--- src/hdl/tbco_pkg.sv ---
// Package of register offsets, field positions, reset values and timing for the timer block
package tbco_pkg;
  // APB word offsets (byte addresses)
  localparam logic [7:0] TBCO_OFF_CTRL = 8'h00;
  localparam logic [7:0] TBCO_OFF_MODE = 8'h04;
  localparam logic [7:0] TBCO_OFF_CNT = 8'h08;
  localparam logic [7:0] TBCO_OFF_RELOAD = 8'h0C;
  localparam logic [7:0] TBCO_OFF_IRQ_STAT = 8'h10;
  localparam logic [7:0] TBCO_OFF_IRQ_MASK = 8'h14;
  // Control register field positions
  localparam int TBCO_CTRL_OVF = 7;
  localparam int TBCO_CTRL_EXT_FLAG = 6;
  localparam int TBCO_CTRL_RX_SEL = 5;
  localparam int TBCO_CTRL_TX_SEL = 4;
  localparam int TBCO_CTRL_EXT_EN = 3;
  localparam int TBCO_CTRL_RUN = 2;
  localparam int TBCO_CTRL_CNT_SEL = 1;
  localparam int TBCO_CTRL_CAP_SEL = 0;
  // Mode register field positions
  localparam int TBCO_MODE_CKO_EN = 1;
  localparam int TBCO_MODE_DOWN_EN = 0;
  // Interrupt status / mask bit positions
  localparam int TBCO_IRQ_OVF = 0;
  localparam int TBCO_IRQ_EXT = 1;
  // Reset values
  localparam logic [7:0] TBCO_CTRL_RST = 8'h00;
  localparam logic [1:0] TBCO_MODE_RST = 2'h0;
  localparam logic [15:0] TBCO_CNT_RST = 16'h0000;
  localparam logic [15:0] TBCO_RELOAD_RST = 16'h0000;
  localparam logic [1:0] TBCO_IRQ_RST = 2'h0;
  // Timing
  localparam int TBCO_BRG_DIV = 2;
  localparam int TBCO_TIMER_DIV = 12;
endpackage

--- src/hdl/tbco_sync.sv ---
// Three-stage synchroniser for a pin input with agreement-based change detection
module tbco_sync
  import tbco_pkg::*;
#(
  parameter logic RESET_LEVEL = 1'b1
)
(
  input wire logic clk_i,
  input wire logic rst_b_i,
  input wire logic pin_i,
  output logic level_o,
  output logic fall_o
);
  logic s1_q;
  logic s2_q;
  logic s3_q;
  logic lvl_q;

  always_ff @(posedge clk_i or negedge rst_b_i)
  begin
    if (!rst_b_i)
    begin
      s1_q <= RESET_LEVEL;
      s2_q <= RESET_LEVEL;
      s3_q <= RESET_LEVEL;
    end
    else
    begin
      s1_q <= pin_i;
      s2_q <= s1_q;
      s3_q <= s2_q;
    end
  end

  // A change counts once the second and third stages agree
  always_ff @(posedge clk_i or negedge rst_b_i)
  begin
    if (!rst_b_i)
      lvl_q <= RESET_LEVEL;
    else if (s2_q == s3_q)
      lvl_q <= s3_q;
  end

  assign level_o = lvl_q;
  assign fall_o = lvl_q && (s2_q == s3_q) && !s3_q;
endmodule

--- src/hdl/tbco_timer.sv ---
// Sixteen-bit timer as bit-rate generator and square-wave clock source, with APB registers
//
// The implementer's own choices: the address map and register access over APB.
module tbco_timer
  import tbco_pkg::*;
(
  input wire logic CLK_SYS_I,
  input wire logic RST_B_I,
  input wire logic PSEL_I,
  input wire logic PENABLE_I,
  input wire logic PWRITE_I,
  input wire logic [7:0] PADDR_I,
  input wire logic [31:0] PWDATA_I,
  input wire logic [3:0] PSTRB_I,
  output logic [31:0] PRDATA_O,
  output logic PREADY_O,
  output logic PSLVERR_O,
  input wire logic EXTERNAL_TRIGGER_PIN_I,
  input wire logic EXTERNAL_COUNT_PIN_I,
  input wire logic FIRST_TIMER_OVF_I,
  output logic TX_RATE_TICK_O,
  output logic RX_RATE_TICK_O,
  output logic CLOCK_OUT_PIN_O,
  output logic IRQ_O
);
  logic [7:0] ctrl_q;
  logic [1:0] mode_q;
  logic [15:0] cnt_q;
  logic [15:0] reload_q;
  logic [1:0] irq_stat_q;
  logic [1:0] irq_mask_q;
  logic [3:0] pre_q;
  logic cko_q;
  logic ovf_tick_q;
  logic [31:0] prdata_q;
  logic trig_fall;
  logic cnt_fall;
  logic wr_en;
  logic rd_en;
  logic addr_ok;
  logic brg_mode;
  logic cko_mode;
  logic run;
  logic time_base;
  logic inc;
  logic rollover;
  logic ext_reload;
  logic set_ovf;
  logic set_ext;

  tbco_sync #(.RESET_LEVEL(1'b1)) u_trig_sync
  (
    .clk_i(CLK_SYS_I),
    .rst_b_i(RST_B_I),
    .pin_i(EXTERNAL_TRIGGER_PIN_I),
    .level_o(),
    .fall_o(trig_fall)
  );

  tbco_sync #(.RESET_LEVEL(1'b1)) u_cnt_sync
  (
    .clk_i(CLK_SYS_I),
    .rst_b_i(RST_B_I),
    .pin_i(EXTERNAL_COUNT_PIN_I),
    .level_o(),
    .fall_o(cnt_fall)
  );

  // Bus decode; every access completes with no wait state
  assign wr_en = PSEL_I && PENABLE_I && PWRITE_I;
  assign rd_en = PSEL_I && !PENABLE_I && !PWRITE_I;
  assign addr_ok = (PADDR_I == TBCO_OFF_CTRL) || (PADDR_I == TBCO_OFF_MODE)
    || (PADDR_I == TBCO_OFF_CNT) || (PADDR_I == TBCO_OFF_RELOAD)
    || (PADDR_I == TBCO_OFF_IRQ_STAT) || (PADDR_I == TBCO_OFF_IRQ_MASK);
  assign PREADY_O = 1'b1;
  assign PSLVERR_O = PSEL_I && PENABLE_I && !addr_ok;

  assign run = ctrl_q[TBCO_CTRL_RUN];
  assign brg_mode = ctrl_q[TBCO_CTRL_TX_SEL] || ctrl_q[TBCO_CTRL_RX_SEL];
  assign cko_mode = mode_q[TBCO_MODE_CKO_EN];

  // Prescaler: /2 when generating rates or clock-out, /12 for plain timing
  always_ff @(posedge CLK_SYS_I or negedge RST_B_I)
  begin
    if (!RST_B_I)
      pre_q <= 4'h0;
    else if (!run || time_base)
      pre_q <= 4'h0;
    else
      pre_q <= pre_q + 4'h1;
  end

  assign time_base = (brg_mode || cko_mode)
    ? (pre_q == 4'(TBCO_BRG_DIV - 1))
    : (pre_q == 4'(TBCO_TIMER_DIV - 1));

  assign inc = run && (ctrl_q[TBCO_CTRL_CNT_SEL] ? cnt_fall : time_base);
  assign rollover = inc && (cnt_q == 16'hFFFF);
  // Auto-reload is forced while a rate select is set, capture select ignored
  assign ext_reload = trig_fall && ctrl_q[TBCO_CTRL_EXT_EN] && !brg_mode
    && !ctrl_q[TBCO_CTRL_CAP_SEL] && !cko_mode;

  always_ff @(posedge CLK_SYS_I or negedge RST_B_I)
  begin
    if (!RST_B_I)
      cnt_q <= TBCO_CNT_RST;
    else if (wr_en && PADDR_I == TBCO_OFF_CNT)
    begin
      if (PSTRB_I[0])
        cnt_q[7:0] <= PWDATA_I[7:0];
      if (PSTRB_I[1])
        cnt_q[15:8] <= PWDATA_I[15:8];
    end
    else if (rollover || ext_reload)
      cnt_q <= reload_q;
    else if (inc)
      cnt_q <= cnt_q + 16'h0001;
  end

  always_ff @(posedge CLK_SYS_I or negedge RST_B_I)
  begin
    if (!RST_B_I)
      reload_q <= TBCO_RELOAD_RST;
    else if (wr_en && PADDR_I == TBCO_OFF_RELOAD)
    begin
      if (PSTRB_I[0])
        reload_q[7:0] <= PWDATA_I[7:0];
      if (PSTRB_I[1])
        reload_q[15:8] <= PWDATA_I[15:8];
    end
  end

  // One-cycle overflow tick shared by serial rates and clock-out
  always_ff @(posedge CLK_SYS_I or negedge RST_B_I)
  begin
    if (!RST_B_I)
      ovf_tick_q <= 1'b0;
    else
      ovf_tick_q <= rollover;
  end

  assign TX_RATE_TICK_O = ctrl_q[TBCO_CTRL_TX_SEL] ? ovf_tick_q : FIRST_TIMER_OVF_I;
  assign RX_RATE_TICK_O = ctrl_q[TBCO_CTRL_RX_SEL] ? ovf_tick_q : FIRST_TIMER_OVF_I;

  // Toggle per overflow at clock/2 counting gives clock/(4*(65536-reload))
  always_ff @(posedge CLK_SYS_I or negedge RST_B_I)
  begin
    if (!RST_B_I)
      cko_q <= 1'b0;
    else if (!cko_mode)
      cko_q <= 1'b0;
    else if (ovf_tick_q)
      cko_q <= !cko_q;
  end
  assign CLOCK_OUT_PIN_O = cko_q;

  // Overflow flag only in plain timer use, not as rate or clock source
  assign set_ovf = rollover && !brg_mode && !cko_mode;
  assign set_ext = trig_fall && ctrl_q[TBCO_CTRL_EXT_EN];

  always_ff @(posedge CLK_SYS_I or negedge RST_B_I)
  begin
    if (!RST_B_I)
      ctrl_q <= TBCO_CTRL_RST;
    else
    begin
      if (wr_en && PADDR_I == TBCO_OFF_CTRL && PSTRB_I[0])
        ctrl_q <= PWDATA_I[7:0];
      // Hardware set wins over a software write in the same cycle
      if (set_ovf)
        ctrl_q[TBCO_CTRL_OVF] <= 1'b1;
      if (set_ext)
        ctrl_q[TBCO_CTRL_EXT_FLAG] <= 1'b1;
    end
  end

  always_ff @(posedge CLK_SYS_I or negedge RST_B_I)
  begin
    if (!RST_B_I)
      mode_q <= TBCO_MODE_RST;
    else if (wr_en && PADDR_I == TBCO_OFF_MODE && PSTRB_I[0])
      mode_q <= PWDATA_I[1:0];
  end

  // Sticky status, write one to clear, event set wins
  always_ff @(posedge CLK_SYS_I or negedge RST_B_I)
  begin
    if (!RST_B_I)
      irq_stat_q <= TBCO_IRQ_RST;
    else
    begin
      if (wr_en && PADDR_I == TBCO_OFF_IRQ_STAT && PSTRB_I[0])
        irq_stat_q <= irq_stat_q & ~PWDATA_I[1:0];
      if (set_ovf)
        irq_stat_q[TBCO_IRQ_OVF] <= 1'b1;
      if (set_ext && !mode_q[TBCO_MODE_DOWN_EN])
        irq_stat_q[TBCO_IRQ_EXT] <= 1'b1;
    end
  end

  always_ff @(posedge CLK_SYS_I or negedge RST_B_I)
  begin
    if (!RST_B_I)
      irq_mask_q <= TBCO_IRQ_RST;
    else if (wr_en && PADDR_I == TBCO_OFF_IRQ_MASK && PSTRB_I[0])
      irq_mask_q <= PWDATA_I[1:0];
  end

  assign IRQ_O = |(irq_stat_q & irq_mask_q);

  // Read data captured in the setup cycle
  always_ff @(posedge CLK_SYS_I or negedge RST_B_I)
  begin
    if (!RST_B_I)
      prdata_q <= 32'h0000_0000;
    else if (rd_en)
    begin
      unique case (PADDR_I)
        TBCO_OFF_CTRL: prdata_q <= {24'h000000, ctrl_q};
        TBCO_OFF_MODE: prdata_q <= {30'h0, mode_q};
        TBCO_OFF_CNT: prdata_q <= {16'h0000, cnt_q};
        TBCO_OFF_RELOAD: prdata_q <= {16'h0000, reload_q};
        TBCO_OFF_IRQ_STAT: prdata_q <= {30'h0, irq_stat_q};
        TBCO_OFF_IRQ_MASK: prdata_q <= {30'h0, irq_mask_q};
        default: prdata_q <= 32'h0000_0000;
      endcase
    end
  end
  assign PRDATA_O = prdata_q;
endmodule
--- config.mk ---
export PLATFORM = sky130hd
export DESIGN_NAME = tbco_timer
export DESIGN_NICKNAME = d
export VERILOG_FILES = /design/src/hdl/tbco_pkg.sv /design/src/hdl/tbco_sync.sv /design/src/hdl/tbco_timer.sv
export SDC_FILE = /design/constraint.sdc
export NUM_CORES = 1
export LEC_CHECK = 0
export BUFFER_PORTS_ARGS = -buffer_cell sky130_fd_sc_hd__buf_2
export CAP_MARGIN = 20
export CORE_MARGIN = 8
export CORE_UTILIZATION = 45
export DETAILED_ROUTE_END_ITERATION = 10
export GPL_TIMING_DRIVEN = 0
export PLACE_DENSITY_LB_ADDON = 0.12
export SYNTH_ARGS = -nofsm -noshare
export SYNTH_HDL_FRONTEND = slang
export SYNTH_SLANG_ARGS = --single-unit
--- constraint.sdc ---
create_clock -name CLK_SYS_I -period 4.8 [get_ports CLK_SYS_I]
set_input_delay 0.96 -clock CLK_SYS_I [delete_from_list [all_inputs] [get_ports CLK_SYS_I]]
set_output_delay 0.96 -clock CLK_SYS_I [all_outputs]
set_load 0.03 [all_outputs]
Yosys cells after proc, flatten, opt, wreduce, memory -nomap -nowiden

Index checks and enable logic that the tools add are counted.

Add/sub/neg operators: 2
Equal/unequal tests: 13
Muxes and demuxes: 19
Bitwise logic cells: 3
Reduce and logical (&&, ||, !) cells: 59

Operators with widths:

| operator                                       | number |
|---|---|
| one-hot mux 16 bit (6 select lines)            | 1 |
| two-way mux 16 bit                             | 3 |
| logical AND 1 bit                              | 28 |
| two-way mux 8 bit                              | 3 |
| adder 16 x 1 -> 16 bit (second input constant) | 1 |
| == test 16 bit (second input constant)         | 1 |
| == test 8 x 4 -> 1 bit (second input constant) | 2 |
| == test 8 x 5 -> 1 bit (second input constant) | 2 |
| zero test 1 bit                                | 11 |
| two-way mux 1 bit                              | 10 |
| logical OR 1 bit                               | 9 |
| == test 8 x 3 -> 1 bit (second input constant) | 1 |
| zero test 8 bit                                | 1 |
| AND reduction 2 bit                            | 4 |
| nonzero test 2 bit                             | 4 |
| adder 4 x 1 -> 4 bit (second input constant)   | 1 |
| bitwise AND 2 bit                              | 2 |
| == test 4 x 1 -> 1 bit (second input constant) | 1 |
| == test 4 bit (second input constant)          | 1 |
| two-way mux 4 bit                              | 1 |
| inequality test 2 bit (second input constant)  | 2 |
| nonzero test 3 bit                             | 1 |
| == test 1 bit                                  | 2 |
| two-way mux 2 bit                              | 1 |
| other kinds (3)                                | 3 |

Flip-flop bits (word level): 92
Input bits: 52
Output and inout port bits: 38

Longest topological paths before layout

Word-level depth: 10
Mapped depth: 9

Cells and area by module

A second synthesis with hierarchy kept.

Cell total of the unflattened synthesis: 386
Area, all modules: 4,061.4 um^2

By module, submodules not included:

| module     | times used | cells an instance | area each (um^2) | seq. area each (um^2) |
|---|---|---|---|---|
| tbco_timer | 1          | 374               | 3,813.7          | 1,701.6 |
| tbco_sync  | 2          | 6                 | 123.9            | 105.1 |

Worst setup path before layout

No wires, ideal clock.

Kind: input to output
From: input PADDR_I[3]
To: output PSLVERR_O
Data arrival time: 2.117 ns
Path slack: 1.723 ns
Cell stages on the path: 4
Cells stage by stage: clkbuf_2 > buf_1 > nand2_1 > a21oi_1

Cells in the longest elaborated chain, start to end: 8
Elaborated cells on any way between the ends: 13
Those cells by class: eq/ne: 5; reduce/logical: 8

RTL lines:

| element                                                   | RTL line         | source |
|---|---|---|
| start, declared                                           | tbco_timer.sv:12 | `input wire logic [7:0] PADDR_I,` |
| == test 8 x 3 -> 1 bit or zero test 8 bit (tied branches) | tbco_timer.sv:72 | `assign addr_ok = (PADDR_I == TBCO_OFF_CTRL) \|\| (PADDR_I == TBCO_OFF_MODE)` |
| logical OR 1 bit                                          | tbco_timer.sv:72 |  |
| logical OR 1 bit (2 in series)                            | tbco_timer.sv:73 | `\|\| (PADDR_I == TBCO_OFF_CNT) \|\| (PADDR_I == TBCO_OFF_RELOAD)` |
| logical OR 1 bit                                          | tbco_timer.sv:74 | `\|\| (PADDR_I == TBCO_OFF_IRQ_STAT) \|\| (PADDR_I == TBCO_OFF_IRQ_MASK);` |
| logical OR 1 bit (*)                                      | tbco_timer.sv:74 |  |
| zero test 1 bit (*)                                       | tbco_timer.sv:76 | `assign PSLVERR_O = PSEL_I && PENABLE_I && !addr_ok;` |
| logical AND 1 bit (*)                                     | tbco_timer.sv:76 |  |
| end, declared                                             | tbco_timer.sv:17 | `output logic PSLVERR_O,` |

Every way passes the cells marked *; elsewhere a longest branch is shown, timed or not.

Worst setup path after layout

Same ends and word-level chain as after synthesis.

==> impl_metrics.py <==
metrics = {
    "logic_synthesis": {
        "synth.ff_latch_count": 76,
        "synth_top_area_share_pct": 40.15,
        "yosys.area.top_type": "dfrtp_1",
        "synth_flop_cell": "dfrtp_1",
        "ys_seq_area_share_pct": 45.11,
        "syn_inst": 402,
        "syn_area_um2": 4238,
        "synth.area.top_cells": "dfrtp_1, mux2_2, dfstp_2",
        "async_flop_share_pct": 100.0,
        "synth_enable_flop_cells": 0,
        "synth_area_per_cell_um2": 10.54,
        "yosysWarnings": 0,
        "synth.distinct_cells": 65,
    },
    "floorplanning": {
        "rows": 35,
        "die_w_um": 113.0,
        "core_um2": 9196,
        "die_area_um2": 12780,
        "ios": 90,
        "start_util_pct": 46.08,
        "die_h_um": 113.0,
    },
    "worst_setup_path": {
        "critPathMaxFanout": 10,
        "cp-start-kind": "input port",
        "crit_path_max_incr_delay_ns": 0.58,
        "crit_cells": 5,
        "path_cells": "clkbuf_2 -> buf_1 -> nand2_1 -> a21oi_1 -> buf_2",
        "cp_slowest_cell": "buf_1",
        "r2r-start": "mode_q[1]",
        "path_delay_family": "buffers and inverters",
        "reg2reg_depth": 6,
        "end_kind": "primary output",
        "r2r_end": "cnt_q[7]",
        "crit_type": "input port to primary output",
        "r2r_setup_slack_ns": 2.35,
        "worst-path-buf-inv": 3,
        "arrival_ns": 2.19,
        "required_ns": 3.84,
    },
    "layout": {
        "stdcell_count": 598,
        "antenna_cells": 0,
        "drive_above_1_share_pct": 32.44,
        "syn2layout_area_growth_pct": 15.53,
        "final_area_um2": 4896,
        "nNetsFinal": 536,
        "utilization_pct": 53.24,
    },
    "drt": {
        "wirelength_um": 10630,
        "vias": 3295,
        "route.detailed.vias_per_inst": 5.510,
        "dr.pass1.iters": 4,
        "post-route-drc-count": 0,
        "wire_per_inst_um": 17.78,
        "drt_iter0_drc": 227,
        "postRouteAntennaNets": 0,
    },
    "grt": {
        "grt_max_degree": 52,
        "grt_pass1_vias": 3304,
        "grt_overflow_total": 0,
        "track_usage_pct": 17.17,
        "grt_antenna_before_repair": 0,
        "grt_pass1_wl_um": 17530,
    },
    "clocking": {
        "cts_tree": "yes",
        "clkSinkCount": 76,
        "cts_resized": 0,
        "cts_max_path_buffers": 2,
        "postCtsSetupRepairBufs": 0,
        "root_buffer": "clkbuf_8",
        "cts_made_buffers": 9,
        "cts_hold_buf": 0,
        "clkTransAtPathRegs_ns": 0.07,
        "htreeDepth": 3,
        "worstSkewPairLatency_ns": 0.35,
    },
    "placement": {
        "place_inst": 582,
        "place_hpwl_um": 7789,
        "numPortBuffers": 53,
        "pre_cts_slack_ns": 1.648,
        "postPlaceCellArea_um2": 4728,
        "gp_congestion": 0.8171,
    },
    "timing": {
        "setup_viol": 0,
        "clock_skew_ns": 0.01285,
        "fin_crit_ns": 3.149,
        "grt_setup_unrepaired": "no",
        "fmax_mhz": 317.5,
        "finalWorstSetupSlack_ns": 1.651,
        "timing.final.crit_share_pct": 65.61,
        "worst_pin_slew_ns": 0.9463,
        "slew_viol_final": 0,
        "finalSetupTns_ns": 0,
        "timing.hold.ws_ns": 0.3576,
        "hold_viol": 0,
        "slew_headroom_pct": 36.57,
    },
    "power": {
        "p_total_mw": 1.210,
        "cellLeakagePower_nw": 2.327,
        "powerDensity_nw_per_um2": 247.0,
        "ir_drop_v": 0.0001118,
    },
    "outcome": {
        "status": "finished clean",
    },
    "min_path": {
        "hold_depth": 0,
        "hold_start": "u_cnt_sync.s1_q",
        "whs_endpoint": "u_cnt_sync.s2_q",
        "hold_class": "register to register",
    },
    "job": {
        "max_cap_viol_count": 0,
    },
}
## placed cells by master, fill, tap and decap left out, types with 5 or more instances in the layout
cell type	n
dfrtp_1	68
buf_2	56
nand2_1	42
mux2_2	28
o21ai_0	26
nor2_1	23
mux2i_1	19
buf_4	18
conb_1	17
a31oi_1	13
a21oi_1	11
xnor2_1	10
and3_1	10
a211o_1	9
clkbuf_8	9
nand3_1	8
a22o_1	8
clkbuf_1	8
a21boi_0	8
dfstp_2	8
o21ai_1	7
xor2_1	5
nor3_1	5
## per-layer routing
layer  GRT usage (%)  part of all wire, %  vias up
met2           26.03                   45      114
met4           5.861                  1.2        0
met1           23.35                   45     1586
met3           4.207                  8.2       13
met5               0                    0        -
li1                -                    -     1582
## registers in the layout (all words and copies together) (netlist names)
name	flops
CLOCK_OUT_PIN_O	1
PRDATA_O	16
cnt_q	16
ctrl_q	8
irq_mask_q	2
irq_stat_q	2
mode_q	2
ovf_tick_q	1
pre_q	4
reload_q	16
u_cnt_sync.level_o	1
u_cnt_sync.s1_q	1
u_cnt_sync.s2_q	1
u_cnt_sync.s3_q	1
u_trig_sync.level_o	1
u_trig_sync.s1_q	1
u_trig_sync.s2_q	1
u_trig_sync.s3_q	1
## worst max path at each step
| stage | endpoint | from |
|---|---|---|
| floorplan | PSLVERR_O | PADDR_I[3] |
| global placement | PSLVERR_O | PADDR_I[3] |
| detailed placement | PSLVERR_O | PADDR_I[3] |
| CTS | PSLVERR_O | PADDR_I[3] |
| global route | PSLVERR_O | PADDR_I[3] |
| finish | PSLVERR_O | PADDR_I[3] |
## cells in the mapped netlist (all sizes together), types with 9 or more instances
cell,number
a211o,9
a21boi,9
a21oi,14
a31oi,13
and3,10
buf,26
clkbuf,10
dfrtp,68
mux2,29
mux2i,19
nand2,44
nor2,27
o21ai,34
xnor2,10
## logic make-up after synthesis
kind of cell    synth area share, %
compound gates                14.94
xor+xnor                      3.100
fa+ha+maj                     1.063
buf+inv                       5.728
flops                         45.11
mux                           13.34
other cells                  0.1772
simple gates                  16.53
## power breakdown
part | switching (mW) | internal, mW
Combinational | 0.0724 | 0.0455
Sequential | 0.0102 | 0.654
Clock | 0.243 | 0.185
## final cells by class
type | instances | area [um2]
plain buffers | 36 | 229.0
clock buffers | 9 | 123.9
multi-input cells | 302 | 2140
repair buffers | 54 | 295.3
inverters | 3 | 13.76
clock inverters | 7 | 43.79
flip-flops and latches | 76 | 1912
well taps | 111 | 138.9
fillers | 834 | 4300
No activity file was read; power rests on OpenSTA's default activity.
